===== src/rtl/irr_pkg.sv =====
// constants and types shared by the infrared frame receiver
package irr_pkg;
  localparam int unsigned CLK_HZ        = 20_000_000;
  localparam int unsigned REF_HZ        = 4_000_000;
  // reference tick divider: core clock cycles per 4 MHz tick
  localparam int unsigned REF_DIV       = CLK_HZ / REF_HZ;
  // nominal widths in microseconds
  localparam int unsigned START_US      = 2400;
  localparam int unsigned ONE_US        = 1200;
  localparam int unsigned ZERO_US       = 600;
  localparam int unsigned MS_US         = 1000;
  // widths in reference ticks
  localparam int unsigned START_TICKS   = START_US * (REF_HZ / 1_000_000);
  localparam int unsigned ONE_TICKS     = ONE_US * (REF_HZ / 1_000_000);
  localparam int unsigned ZERO_TICKS    = ZERO_US * (REF_HZ / 1_000_000);
  localparam int unsigned MS_TICKS      = MS_US * (REF_HZ / 1_000_000);
  // acceptance window around each nominal width, in ticks (+/- 0.2 ms)
  localparam int unsigned TOL_TICKS     = 800;
  localparam int unsigned CMD_BITS      = 7;
  localparam int unsigned ID_BITS       = 5;
  localparam int unsigned FRAME_BITS    = CMD_BITS + ID_BITS;
  localparam logic [6:0]  CMD_RESET     = 7'h00;
  typedef enum logic [2:0] {IRR_IDLE, IRR_WAIT_START, IRR_START, IRR_WAIT_BIT,
                            IRR_BIT, IRR_DONE} irr_state_t;
endpackage : irr_pkg


===== src/rtl/irr_tick_gen.sv =====
// fixed 4 MHz reference tick derived from the core clock
`timescale 1ns/10ps
module irr_tick_gen
  import irr_pkg::*;
#(
  parameter int unsigned DIV = REF_DIV
) (
  input  wire logic core_clk,
  input  wire logic rst,
  output logic      tick
);
  logic [7:0] cnt;

  // independent of any program clock setting, so pulse timing never shifts
  always_ff @(posedge core_clk or posedge rst) begin
    if (rst) begin
      cnt  <= 8'h00;
      tick <= 1'b0;
    end else if (cnt == 8'(DIV - 1)) begin
      cnt  <= 8'h00;
      tick <= 1'b1;
    end else begin
      cnt  <= cnt + 8'h01;
      tick <= 1'b0;
    end
  end
endmodule : irr_tick_gen


===== src/rtl/irr_receiver.sv =====
// infrared remote frame receiver: pulse-width decode with millisecond timeout
`timescale 1ns/10ps
// Notes on behaviour
// - request blocks until a whole new frame is captured, then done pulses.
// - optional timeout in milliseconds limits the wait; zero means wait forever.
// - timeout expiry ends the wait and pulses timed_out, no done; a twelfth bit ending in that same cycle still loads its data.
// - decoded 7-bit command 0..127 placed in the result register.
// - frame: 2.4 ms start, seven command bits, five id bits, lsb first.
// - input pin chosen by a select value at request time.
// - remote handsets and controller transmitters are decoded the same way.
// - widths timed by a fixed 4 MHz reference from the core clock.
module irr_receiver
  import irr_pkg::*;
#(
  parameter int unsigned NUM_PINS = 8,
  parameter int unsigned SEL_W    = 3,
  // divides every nominal width and the millisecond count; 1 keeps the real timing,
  // larger values only shorten runs and coarsen the tolerance in proportion
  parameter int unsigned TIME_DIV = 1
) (
  input  wire logic                core_clk,
  input  wire logic                rst,
  input  wire logic [NUM_PINS-1:0] ir_pins,
  input  wire logic [SEL_W-1:0]    pin_sel,
  input  wire logic                start_req,
  input  wire logic [15:0]         timeout_ms,
  output logic                     busy,
  output logic                     done,
  output logic                     timed_out,
  output logic [6:0]               command,
  output logic [4:0]               device_id
);
  logic [NUM_PINS-1:0] pin_meta;
  logic [NUM_PINS-1:0] pin_sync;
  logic [SEL_W-1:0]    sel;
  logic [15:0]         tmo_limit;
  logic [15:0]         ms_count;
  logic [13:0]         ms_ticks;
  logic [13:0]         width;
  logic [3:0]          bit_idx;
  logic [11:0]         shreg;
  logic                tick;
  logic                ir_level;
  logic                ms_tick;
  logic                tmo_hit;
  logic                start_ok;
  logic                bit_one;
  logic                bit_zero;
  irr_state_t          state;

  irr_tick_gen #(.DIV(REF_DIV)) u_tick (
    .core_clk (core_clk),
    .rst      (rst),
    .tick     (tick)
  );

  // receiver module output is active high while ir carrier is present
  always_ff @(posedge core_clk or posedge rst) begin
    if (rst) begin
      pin_meta <= '0;
      pin_sync <= '0;
    end else begin
      pin_meta <= ir_pins;
      pin_sync <= pin_meta;
    end
  end

  assign ir_level = pin_sync[sel];

  function automatic logic in_window(input logic [13:0] w, input int unsigned nom);
    in_window = (int'(w) + TOL_TICKS / TIME_DIV >= nom)
                && (int'(w) <= nom + TOL_TICKS / TIME_DIV);
  endfunction : in_window

  assign start_ok = in_window(width, START_TICKS / TIME_DIV);
  // both handsets and controllers use the same widths, so one decoder serves
  assign bit_one  = in_window(width, ONE_TICKS / TIME_DIV);
  assign bit_zero = in_window(width, ZERO_TICKS / TIME_DIV) && !bit_one;

  assign ms_tick = tick && (ms_ticks == 14'(MS_TICKS / TIME_DIV - 1));
  assign tmo_hit = (tmo_limit != 16'h0000) && (ms_count >= tmo_limit);
  assign busy    = (state != IRR_IDLE) && (state != IRR_DONE);

  // millisecond timer runs from request until the frame ends
  always_ff @(posedge core_clk or posedge rst) begin
    if (rst) begin
      ms_ticks <= 14'h0000;
      ms_count <= 16'h0000;
    end else if (!busy) begin
      ms_ticks <= 14'h0000;
      ms_count <= 16'h0000;
    end else if (tick) begin
      ms_ticks <= ms_tick ? 14'h0000 : ms_ticks + 14'h0001;
      if (ms_tick && ms_count != 16'hFFFF)
        ms_count <= ms_count + 16'h0001;
    end
  end

  // pulse width counter, saturating so a stuck carrier cannot wrap into a valid width
  always_ff @(posedge core_clk or posedge rst) begin
    if (rst) begin
      width <= 14'h0000;
    end else if (!ir_level) begin
      width <= 14'h0000;
    end else if (tick && width != 14'h3FFF) begin
      width <= width + 14'h0001;
    end
  end

  always_ff @(posedge core_clk or posedge rst) begin
    if (rst) begin
      state     <= IRR_IDLE;
      sel       <= '0;
      tmo_limit <= 16'h0000;
      bit_idx   <= 4'h0;
      shreg     <= 12'h000;
      done      <= 1'b0;
      timed_out <= 1'b0;
    end else begin
      done      <= 1'b0;
      timed_out <= 1'b0;
      if (busy && tmo_hit) begin
        state     <= IRR_IDLE;
        timed_out <= 1'b1;
      end else begin
        unique case (state)
          IRR_IDLE, IRR_DONE: begin
            if (start_req) begin
              sel       <= pin_sel;
              tmo_limit <= timeout_ms;
              state     <= IRR_WAIT_START;
            end else begin
              state <= IRR_IDLE;
            end
          end
          // a frame already in flight at request time is skipped: only a new one counts
          IRR_WAIT_START: if (ir_level && width == 14'h0000) state <= IRR_START;
          IRR_START: begin
            if (!ir_level) begin
              bit_idx <= 4'h0;
              state   <= start_ok ? IRR_WAIT_BIT : IRR_WAIT_START;
            end
          end
          IRR_WAIT_BIT: if (ir_level) state <= IRR_BIT;
          IRR_BIT: begin
            if (!ir_level) begin
              if (!(bit_one || bit_zero)) begin
                state <= IRR_WAIT_START;
              end else begin
                shreg   <= {bit_one, shreg[11:1]};
                bit_idx <= bit_idx + 4'h1;
                if (bit_idx == 4'(FRAME_BITS - 1)) begin
                  state <= IRR_DONE;
                  done  <= 1'b1;
                end else begin
                  state <= IRR_WAIT_BIT;
                end
              end
            end
          end
        endcase
      end
    end
  end

  // results update only on a complete frame, even one ending in the timeout cycle; other timeouts leave the last good value
  always_ff @(posedge core_clk or posedge rst) begin
    if (rst) begin
      command   <= CMD_RESET;
      device_id <= 5'h00;
    end else if (state == IRR_BIT && !ir_level && (bit_one || bit_zero)
                 && bit_idx == 4'(FRAME_BITS - 1)) begin
      // the twelfth bit has not been shifted in yet, so it still sits on bit_one
      command   <= shreg[7:1];
      device_id <= {bit_one, shreg[11:8]};
    end
  end

  a_done_one_cycle: assert property (@(posedge core_clk) disable iff (rst)
    done |=> !done) else $error("done held longer than one cycle");
  a_done_not_tmo: assert property (@(posedge core_clk) disable iff (rst)
    !(done && timed_out)) else $error("done and timeout together");
  a_tmo_after_busy: assert property (@(posedge core_clk) disable iff (rst)
    timed_out |-> $past(busy) && !busy) else $error("timeout without a wait");
  a_tmo_needs_limit: assert property (@(posedge core_clk) disable iff (rst)
    timed_out |-> tmo_limit != 16'h0000) else $error("timeout with no limit set");
  a_done_last_bit: assert property (@(posedge core_clk) disable iff (rst)
    done |-> !busy && $past(state) == IRR_BIT && $past(bit_idx) == 4'(FRAME_BITS - 1))
    else $error("done without a twelfth bit");
  a_cmd_stable: assert property (@(posedge core_clk) disable iff (rst)
    !done && !$past(done) |-> $stable(command)) else $error("command changed unprompted");
  a_bad_pulse_drop: assert property (@(posedge core_clk) disable iff (rst)
    state == IRR_START && !ir_level && !start_ok && !tmo_hit |=> state == IRR_WAIT_START)
    else $error("bad start pulse not dropped");
  a_tick_period: assert property (@(posedge core_clk) disable iff (rst)
    tick |=> !tick [*4] ##1 tick) else $error("reference tick period wrong");

  // request handshake, timeout, frame rejection and result stability
  a_sel_hold: assert property (@(posedge core_clk) disable iff (rst)
    busy |=> $stable(sel) && $stable(tmo_limit)) else $error("selection changed while busy");
  a_busy_on_req: assert property (@(posedge core_clk) disable iff (rst)
    !busy && start_req |=> busy) else $error("request not taken");
  a_tmo_ends: assert property (@(posedge core_clk) disable iff (rst)
    busy && tmo_hit |=> timed_out && !busy) else $error("timeout did not end the wait");
  a_bad_bit_drop: assert property (@(posedge core_clk) disable iff (rst)
    state == IRR_BIT && !ir_level && !(bit_one || bit_zero) && !tmo_hit
    |=> state == IRR_WAIT_START) else $error("bad bit pulse not dropped");
  a_id_stable: assert property (@(posedge core_clk) disable iff (rst)
    !done && !$past(done) |-> $stable(device_id)) else $error("device id changed unprompted");

  c_frame_done: cover property (@(posedge core_clk) disable iff (rst) done);
  c_timeout: cover property (@(posedge core_clk) disable iff (rst) timed_out);
  c_reject: cover property (@(posedge core_clk) disable iff (rst)
    state == IRR_BIT ##1 state == IRR_WAIT_START);
  c_start_reject: cover property (@(posedge core_clk) disable iff (rst)
    state == IRR_START && !ir_level && !start_ok);
  c_req_while_busy: cover property (@(posedge core_clk) disable iff (rst) busy && start_req);
endmodule : irr_receiver


===== config.mk =====
export PLATFORM = sky130hd
export DESIGN_NAME = irr_receiver
export DESIGN_NICKNAME = d
export VERILOG_FILES = /design/src/rtl/irr_pkg.sv /design/src/rtl/irr_tick_gen.sv /design/src/rtl/irr_receiver.sv
export SDC_FILE = /design/constraint.sdc
export NUM_CORES = 1
export LEC_CHECK = 0
export ABC_AREA = 1
export BUFFER_PORTS_ARGS = -buffer_cell sky130_fd_sc_hd__buf_2
export CORE_ASPECT_RATIO = 1.1
export CORE_UTILIZATION = 45
export CTS_BUF_LIST = sky130_fd_sc_hd__clkbuf_4 sky130_fd_sc_hd__clkbuf_8
export CTS_CLUSTER_DIAMETER = 200
export CTS_CLUSTER_SIZE = 8
export DETAILED_ROUTE_END_ITERATION = 7
export GPL_ROUTABILITY_DRIVEN = 0
export SYNTH_ARGS = -nofsm -noshare
export SYNTH_HDL_FRONTEND = slang
export SYNTH_SLANG_ARGS = --single-unit

===== constraint.sdc =====
create_clock -name core_clk -period 7.35 [get_ports core_clk]
set_clock_uncertainty 0.05 [all_clocks]
set_input_delay 0.735 -clock core_clk [delete_from_list [all_inputs] [get_ports core_clk]]
set_output_delay 0.735 -clock core_clk [all_outputs]
set_load 0.01 [all_outputs]

### Word-level counts from Yosys, hierarchy flattened

Cells that the tools add are included.

| cells by class | value |
|---|---|
| add/subtract/negate cells | 6 |
| $mul | 0 |
| div/mod/pow operators | 0 |
| magnitude comparators | 8 |
| equality and inequality tests | 21 |
| shift-type cells | 0 |
| mux-type cells | 32 |
| bitwise operators | 2 |
| reductions and logical operators | 28 |

Operators with widths:

| kind | number |
|---|---|
| $mux W14 | 5 |
| $mux W16 | 3 |
| $ge A32 B13 Y1 const B | 1 |
| $ge A32 B14 Y1 const B | 1 |
| $add A14 B1 Y14 const B | 2 |
| $mux W3 | 7 |
| $add A16 B1 Y16 const B | 1 |
| $ge A16 B16 Y1 | 1 |
| $ne A16 B16 Y1 const B | 1 |
| $reduce_bool A16 Y1 | 1 |
| $add A14 B10 Y15 const B | 1 |
| $ge A15 B12 Y1 const B | 1 |
| $ne A3 B3 Y1 const B | 5 |
| $pmux W3 S5 | 1 |
| $eq A14 B12 Y1 const B | 1 |
| $le A14 B12 Y1 const B | 1 |
| $le A14 B13 Y1 const B | 1 |
| $le A14 B14 Y1 const B | 1 |
| $logic_and A1 B1 Y1 | 14 |
| $logic_not A14 Y1 | 1 |
| $ne A14 B14 Y1 const B | 1 |
| $mux W4 | 3 |
| $mux W1 | 9 |
| $add A8 B1 Y8 const B | 1 |
| 24 further kinds | 33 |

| storage, ports and cells | value |
|---|---|
| bits in registers | 121 |
| latch bits | 0 |
| memory bits (writable) | 0 |
| ROM bits | 0 |
| input port bits | 30 |
| output and inout bits | 15 |
| logic and storage cells | 113 |
| memories kept | 0 |

### Depth between registers and ports, before layout

Gate-level depths: netlist of run 1.

| logic depth | value |
|---|---|
| depth after elaboration | 10 |
| depth in mapped cells | 15 |
| gate-level depth less buffers | 15 |

### Cells and area by module

From an unflattened synthesis of run 1, not the netlist that was laid out.

| second synthesis, totals | value |
|---|---|
| cell total of the unflattened synthesis | 813 |
| area, all modules | 6468.7 µm² |

By module, submodules not included:

| module | times used | cells an instance | area each (µm²) | sequential area each (µm²) |
|---|---|---|---|---|
| irr_receiver | 1 | 757 | 6025.8 | 2777.7 |
| irr_tick_gen | 1 | 56 | 442.9 | 225.2 |

### Worst setup path before layout of run 1

OpenSTA, ideal clock, no wires.

| timing | value |
|---|---|
| path type | register -> register |
| start point | register width[5] |
| end point | register command[1] |
| setup time | 0.118 ns |
| arrival time | 1.777 ns |
| required time | 7.182 ns |
| setup slack | 5.405 ns |
| stages on the path, launching flop included | 15 |
| buffers on the path | 1 |
| period minus slack after synthesis | 1.945 ns |
| cell sequence | dfrtp_1 -> ha_1 -> nand2_1 -> nand2_4 -> nand3_2 -> nand2_1 -> nand3_2 -> clkinv_1 -> nand3_2 -> nand2_4 -> nand2_4 -> nand3_4 -> buf_6 -> nand2_2 -> o21ai_2 |

| between the ends | value |
|---|---|
| cells in the longest elaborated chain, start to end | 8 |
| elaborated cells on any way between the ends | 12 |
| those cells by class | add/sub: 1; order compare: 4; reduce/logical: 7 |

Ends and longest elaborated chain:

| element | RTL line | text |
|---|---|---|
| start: declaration | irr_receiver.sv:39 | `logic [13:0] width;` |
| start signal: assignment | irr_receiver.sv:106 | `width <= width + 14'h0001;` |
| $add A14 B10 Y15 | irr_receiver.sv:71 | `in_window = (int'(w) + TOL_TICKS / TIME_DIV >= nom)` |
| $ge A32 B13 Y1 | irr_receiver.sv:71 |  |
| $logic_and A1 B1 Y1 | irr_receiver.sv:72 | `&& (int'(w) <= nom + TOL_TICKS / TIME_DIV);` |
| $logic_not A1 Y1 | irr_receiver.sv:78 | `assign bit_zero = in_window(width, ZERO_TICKS / TIME_DIV) && !bit_one;` |
| $logic_and A1 B1 Y1 | irr_receiver.sv:78 |  |
| $logic_or A1 B1 Y1 * | irr_receiver.sv:171 | `end else if (state == IRR_BIT && !ir_level && (bit_one \|\| bit_zero)` |
| $logic_and A1 B1 Y1 * | irr_receiver.sv:171 |  |
| $logic_and A1 B1 Y1 * | irr_receiver.sv:172 | `&& bit_idx == 4'(FRAME_BITS - 1)) begin` |
| end signal: assignment | irr_receiver.sv:174 | `command <= shreg[7:1];` |
| end: declaration | irr_receiver.sv:30 | `output logic [6:0] command,` |

Mark *: on every way between the ends. The rest lies on a longest branch, timed or not.
A chain may end at the register's enable or synchronous reset.

### Worst setup path in the final report of run 1

| timing | value |
|---|---|
| start point | register state[0] |
| end point | output port busy |

| between the ends | value |
|---|---|
| cells in the longest elaborated chain, start to end | 2 |
| elaborated cells on any way between the ends | 3 |
| those cells by class | eq/ne: 1; reduce/logical: 2 |

Ends and longest elaborated chain:

| element | RTL line | text |
|---|---|---|
| start: declaration | irr_receiver.sv:49 | `irr_state_t state;` |
| start signal: assignment | irr_receiver.sv:141 | `state <= start_ok ? IRR_WAIT_BIT : IRR_WAIT_START;` |
| $ne A3 B3 Y1 / $reduce_bool A3 Y1 (equally long branches) | irr_receiver.sv:82 | `assign busy = (state != IRR_IDLE) && (state != IRR_DONE);` |
| $logic_and A1 B1 Y1 * | irr_receiver.sv:82 |  |
| end: declaration | irr_receiver.sv:27 | `output logic busy,` |

Marked as above.

==> impl_metrics.tcl, run 1 <==
set metrics [dict create \
    drcViolationCount 0 \
    timing.reg2reg.worst_path_depth 9 \
    routed_length_per_instance_um 12.5 \
    slew_violations 0 \
    fin_cells 1040 \
    first_global_vias 5271 \
    first_pass_grt_wire_length_mm 23.3 \
    synth_top_family_by_area "simple AND/OR/NAND/NOR gates" \
    regToRegStartpoint "state[0]$_DFFE_PP0P_" \
    timing.critical_path.fanout_max 17 \
    io-pin-count 45 \
    timing.setup.critical_path_class "reg -> out" \
    tritoncts_clock_tree "done" \
    synthesis.nets 849 \
    multiInputGateArea_mm2 0.00303 \
    maxCapViolCount 0 \
    cts_buffers 17 \
    critPathLaunch "state[0]$_DFFE_PP0P_" \
    synth.ff_latch_count 120 \
    finalSetupViolations 0 \
    cts-hold-fix-buffers 0 \
    number_of_port_buffers 44 \
    rsz0062_at_grt "false" \
    regToRegEndpoint "shreg[10]$_DFFE_PP0P_" \
    post_cts.resized_instances 0 \
    dp_hpwl_mm 9.45 \
    synth_simple_gate_area_share_pct 26.7 \
    area_growth_syn_to_layout_pct 12.1 \
    final-hold-violation-count 0 \
    critical_path.cell_chain "nor2_1 -> nand2_1 -> and2_1 -> buf_2" \
    clock_sinks 120 \
    finalWirelength_mm 13.1 \
    ys_warn_count 0 \
    yosysTopAreaCellShare_pct 45.8 \
    postSynthCellCount 792 \
    cpPeakStageDelay_ps 520 \
    hold_class "in -> async" \
    crit_path_start_kind "register" \
    cts_root_buffer "sky130_fd_sc_hd__clkbuf_8" \
    maximum_number_of_pins_on_one_net_before_global_route_repair 77 \
    fill_cells 1322 \
    num_antenna_cells 0 \
    ff_latch_area_mm2 0.00300 \
    synth-seq-area-share_pct 45.8 \
    final_layout_size_suffix_gt1_share_pct 18.5 \
    final_net_count 897 \
    fin_worst_hold_slack_ps 295 \
    max_freq_ghz 0.396 \
    grt-ovfl-total 0 \
    slew_headroom_pct 36.4 \
    clk_latency_worst_skew_pair_ps 440 \
    fin_crit_sh_pct 34.4 \
    synthTopCellsByArea "sky130_fd_sc_hd__dfrtp_1 46%, sky130_fd_sc_hd__nand2_1 8.2%, sky130_fd_sc_hd__inv_1 5.8%, sky130_fd_sc_hd__nor2_1 5.3%, sky130_fd_sc_hd__ha_1 5.1%" \
    cp-end-kind "output pin" \
    r2r_slack_ps 4940 \
    place.detailed.instances 1009 \
    synth_cell_types 45 \
    run_status "finished, final reports clean" \
    antenna_left 0 \
    worst_ep_arrival_time_ps 1740 \
    synth_area_mm2 0.00656 \
    core_area_mm2 0.0140 \
    vias_per_cell 5.00 \
    fp.dieArea_mm2 0.0151 \
    h_tree_levels 4 \
    die_height_um 129 \
    clk_pin_slew_worst_paths_ps 70 \
    cts_setup_buffers 0 \
    max-clock-path-buffers 2 \
    share_of_cell_area_taken_by_muxes_after_synthesis_pct 0.343 \
    floorplan.initialDensity_pct 46.8 \
    dr.pass1.iters 4 \
    max-vdd-ir-drop_uv 117 \
    finalCriticalPeriod_ps 2530 \
    chipWidth_um 117 \
    num_vias 5200 \
    p_per_area_mw_per_mm2 256 \
    synth_top_cell_by_area "sky130_fd_sc_hd__dfrtp_1" \
    synth_fa_ha_area_share_pct 5.15 \
    static-leakage-power_uw 0.00351 \
    tightestPinTransition_ps 954 \
    setup-tns-final_ps 0 \
    cpMaxStageDelayCell "sky130_fd_sc_hd__and2_1" \
    site_row_count 45 \
    detail_route.iter0.violations 222 \
    post_synth.cell_area_avg_um2 8.29 \
    antenna_found_initial 0 \
    synth_compound_gate_area_share_pct 12.5 \
    gr-usage-all-layers_pct 19.8 \
    report.power.total_uw 1880 \
    synthXorXnorAreaFrac_pct 1.47 \
    cp.required_ps 6570 \
]
[layout by cell type, fill, tap and decap left out, types with 3 or more instances in the layout]
master and count:
sky130_fd_sc_hd__a21oi_1 46, sky130_fd_sc_hd__buf_2 44, sky130_fd_sc_hd__bufinv_16 3, sky130_fd_sc_hd__clkbuf_8 22, sky130_fd_sc_hd__dfrtp_1 120, sky130_fd_sc_hd__ha_1 27
sky130_fd_sc_hd__inv_1 101, sky130_fd_sc_hd__inv_2 7, sky130_fd_sc_hd__nand2_1 143, sky130_fd_sc_hd__nand2_2 22, sky130_fd_sc_hd__nand2_4 3, sky130_fd_sc_hd__nand3_1 52
sky130_fd_sc_hd__nand3_2 7, sky130_fd_sc_hd__nand4_1 14, sky130_fd_sc_hd__nor2_1 92, sky130_fd_sc_hd__nor2_4 4, sky130_fd_sc_hd__nor3_1 22, sky130_fd_sc_hd__nor4_1 6
sky130_fd_sc_hd__o21a_1 3, sky130_fd_sc_hd__o21ai_0 33, sky130_fd_sc_hd__o21ai_1 3, sky130_fd_sc_hd__o21ai_2 25, sky130_fd_sc_hd__o31ai_1 8, sky130_fd_sc_hd__xor2_1 9
[logic make-up after synthesis]
family                   Yosys count
AND/OR/NAND/NOR                  375
XOR/XNOR                          11
buffers and inverters            127
flip-flops                       120
multiplexers                       2
adder cells (fa/ha/maj)           27
AO/OA/AOI/OAI                    130
[power breakdown]
group	internal (uW)	total, uW	switching [uW]
Clock	385	642	257
Combinational	135	475	340
Sequential	728	763	34.8
Total	1250	1880	632
[layout make-up]
class / count / share of cell area [%]
clock buffers: 24 / 4.32
clock inverters: 7 / 1.57
inverters: 110 / 5.65
multi-input cells: 545 / 41.2
flip-flops and latches: 120 / 40.8
well taps: 188 / 3.20
repair buffers: 46 / 3.20
[cells in the mapped netlist, drive strengths merged]
library cell / number
dfrtp: 120
a221oi: 1
o211a: 1
clkinv: 1
mux2: 2
nor3b: 2
nor4: 6
o31ai: 8
a31oi: 1
o21ai: 62
o21bai: 1
xnor2: 2
ha: 27
nor3: 23
xor2: 9
a22oi: 1
a211oi: 2
clkbuf: 3
a21oi: 48
inv: 109
o22ai: 2
nand4: 14
buf: 14
nor2: 98
nand3: 61
o21a: 3
nand2: 168
or2: 2
and2: 1
[per-stage QoR]
stage	area [um^2]	setup WS, ps	utilization, %
floorplan	6560	3380	-
global placement	6920	4980	49.4
detailed placement	6920	4940	49.4
CTS	7350	4780	52.5
global route	7350	4640	52.5
finish	7350	4820	52.5
[how the worst max path moves through the flow]
stage	to	slack (ps)
CTS	busy	4780
floorplan	bit_idx[0]$_DFFE_PP0P_	3380
finish	busy	4820
detailed placement	shreg[10]$_DFFE_PP0P_	4940
global placement	shreg[10]$_DFFE_PP0P_	4980
global route	ms_ticks[9]$_DFFE_PP0P_	4640
[metal layers]
layer	wire [um]	vias to the layer above	global-route usage, %	part of all wire [%]
li1	-	2674	-	-
met1	5980	2432	23.7	46
met2	6500	77	33.6	50
met3	392	17	5.42	3.0
met4	185	0	7.89	1.4
met5	0	-	0	0
[critical path, delay by kind of cell, from the launching register on]
kind,cells,cell delay (ps)
buf+inv,1,240
flops,1,410
simple gates,3,660
[flip-flops by register name, summed over array words and instances (netlist names)]
register and cells:
ms_count 16, tmo_limit 16, ms_ticks 14, width 14, shreg 11, pin_meta 8
pin_sync 8, u_tick.cnt 8, command 7, device_id 5, bit_idx 4, sel 3
state 3, done 1, timed_out 1, u_tick.tick 1
Power figures use the tool's default switching activity.
==> run 2: changes to the inputs <==
clock period = 2.16 ns   (was 7.35 ns; I/O delays follow)
==> run 2 against run 1 <==
Against the previous run:
- core utilization is 7.2 points higher
- die area stayed put
- critical path depth is 7 higher
- global-route usage is 0.27 points higher
- sequential cell count stayed put
- highest routed layer unchanged
- clock-buffer cell count is 7 lower
==> impl_metrics.tcl, run 2 (synthesized netlist as in run 1, its figures left out) <==
set metrics [dict create \
    final_area_mm2 0.00837 \
    dr.pass1.iters 6 \
    final_layout_size_suffix_gt1_share_pct 28.7 \
    finalSetupViolations 0 \
    maximum_number_of_pins_on_one_net_before_global_route_repair 37 \
    num_antenna_cells 0 \
    layout_commonest_cell "sky130_fd_sc_hd__nand2_1" \
    cp-end-kind "register" \
    h_tree_levels 4 \
    cpMaxStageDelayCell "sky130_fd_sc_hd__dfrtp_1" \
    critical_path.cell_chain "inv_2 -> ha_4 -> a21oi_2 -> o21ai_1 -> a21oi_1 -> nand3_2 -> a21oi_4 -> nand3_4 -> clkbuf_16 -> nand2_4 -> o21ai_2" \
    run_status "finished, final reports clean" \
    clk_latency_worst_skew_pair_ps 440 \
    slew_violations 0 \
    reg.largest.list "ms_count: 16 flops, tmo_limit: 16 flops" \
    first_global_vias 5271 \
    max-vdd-ir-drop_uv 588 \
    fp.dieArea_mm2 0.0151 \
    slew_headroom_pct 53.0 \
    gr-usage-all-layers_pct 20.1 \
    timing.critical_path.fanout_max 5 \
    fill_cells 1235 \
    cts_buffers 17 \
    max_freq_ghz 0.474 \
    drcViolationCount 0 \
    crit_path_start_kind "register" \
    timing.setup.critical_path_class "reg -> reg" \
    number_of_port_buffers 44 \
    cp.required_ps 2440 \
    maxCapViolCount 0 \
    area_growth_syn_to_layout_pct 27.6 \
    report.power.total_uw 6680 \
    antenna_left 0 \
    fin_crit_sh_pct 97.6 \
    die_height_um 129 \
    max-clock-path-buffers 2 \
    dp_hpwl_mm 10.2 \
    site_row_count 45 \
    cpPeakStageDelay_ps 390 \
    final-hold-violation-count 0 \
    num_vias 5536 \
    clk_pin_slew_worst_paths_ps 70 \
    core_area_mm2 0.0140 \
    rsz0062_at_grt "true" \
    detail_route.iter0.violations 212 \
    tritoncts_clock_tree "done" \
    placed_cell_area_mm2 0.00722 \
    tightestPinTransition_ps 703 \
    most-common-layout-cells "130 x sky130_fd_sc_hd__nand2_1, 114 x sky130_fd_sc_hd__dfrtp_1, 87 x sky130_fd_sc_hd__inv_1, 87 x sky130_fd_sc_hd__nor2_1, 51 x sky130_fd_sc_hd__nand3_1" \
    chipWidth_um 117 \
    static-leakage-power_uw 0.00391 \
    routed_length_per_instance_um 12.8 \
    first_pass_grt_wire_length_mm 23.7 \
    finalWirelength_mm 14.4 \
    antenna_found_initial 0 \
    vias_per_cell 4.94 \
    clock_sinks 120 \
    final_net_count 977 \
    grt-ovfl-total 0 \
    finalCriticalPeriod_ps 2110 \
    io-pin-count 45 \
    p_per_area_mw_per_mm2 798 \
    worstPathBufferInverterCount 2 \
    worst_ep_arrival_time_ps 2390 \
    hold_class "in -> reg" \
    floorplan.initialDensity_pct 46.8 \
    cts_root_buffer "sky130_fd_sc_hd__clkbuf_8" \
    critical-path-top-delay-family "compound AO/OA/AOI/OAI gates" \
]
[run 2: cell count changes in the layout (fill, tap and decap cells not counted), sizes merged]
cell         before  now
bufinv            3    2
dlygate4sd3       0   28
inv             109  114
buf              46   95
clkbuf           24   20
clkinv            3    5
clkinvlp          2    4
[run 2: cell type report]
| class | instances | area (um^2) | area share (%) |
|---|---|---|---|
| clock inverter | 15 | 166 | 1.99 |
| timing repair buffer | 126 | 1030 | 12.3 |
| sequential | 120 | 3010 | 36.0 |
| tap | 188 | 235 | 2.81 |
| multi-input combinational | 545 | 3280 | 39.2 |
| inverter | 110 | 417 | 4.98 |
| clock buffer | 17 | 234 | 2.80 |
[run 2: layer usage]
| layer | GRT usage (%) | vias up | part of all wire [%] |
|---|---|---|---|
| li1 | - | 2843 | - |
| met2 | 34.3 | 72 | 50 |
| met1 | 24.6 | 2600 | 46 |
| met3 | 5.28 | 21 | 2.8 |
| met4 | 6.40 | 0 | 1.5 |
| met5 | 0 | - | 0 |
[run 2: report_power, final]
part	switching (uW)	internal (uW)	total (uW)
clock	990	1050	2040
combinational	1290	736	2020
sequential	142	2480	2620
[run 2: metrics by stage]
step                utilization, %  hold slack (ps)  worst slack, ps  cells  setup TNS (ps)
floorplan                        -              197              215    792               0
global placement              51.5              274             69.5   1040               0
detailed placement            51.5              275             14.8   1040               0
CTS                           56.3             72.4             2.09   1100               0
global route                  59.7              104            -39.7   1121            -406
finish                        59.7              112             52.5   1121               0
[run 2: final timing paths]
| path | startpoint | end | slack, ps | cells past startpoint |
|---|---|---|---|---|
| max in group asynchronous | rst | width[11]$_DFFE_PP0P_ | 1080 | 4 |
| min in group asynchronous | rst | ms_ticks[12]$_DFFE_PP0P_ | 380 | 3 |
| setup reg to reg | tmo_limit[11]$_DFFE_PP0P_ | shreg[6]$_DFFE_PP0P_ | 50 | 11 |
| hold / removal | start_req | state[0]$_DFFE_PP0P_ | 110 | 3 |
| hold reg to reg | pin_meta[0]$_DFF_PP0_ | pin_sync[0]$_DFF_PP0_ | 300 | 0 |
| setup / recovery | tmo_limit[11]$_DFFE_PP0P_ | shreg[6]$_DFFE_PP0P_ | 50 | 11 |
[run 2: worst min-delay path: stages]
cell	delay [ps]
sky130_fd_sc_hd__buf_2	120
sky130_fd_sc_hd__a21oi_1	120
sky130_fd_sc_hd__o31ai_1	90
[run 2: what timing repair did]
action / 4_1_cts / 5_1_grt
endpoints found under the hold margin: 51 / 0
hold buffers: 28 / 0
setup buffers: 0 / 18
resized for setup: 0 / 70
setup endpoints to repair: 0 / 45
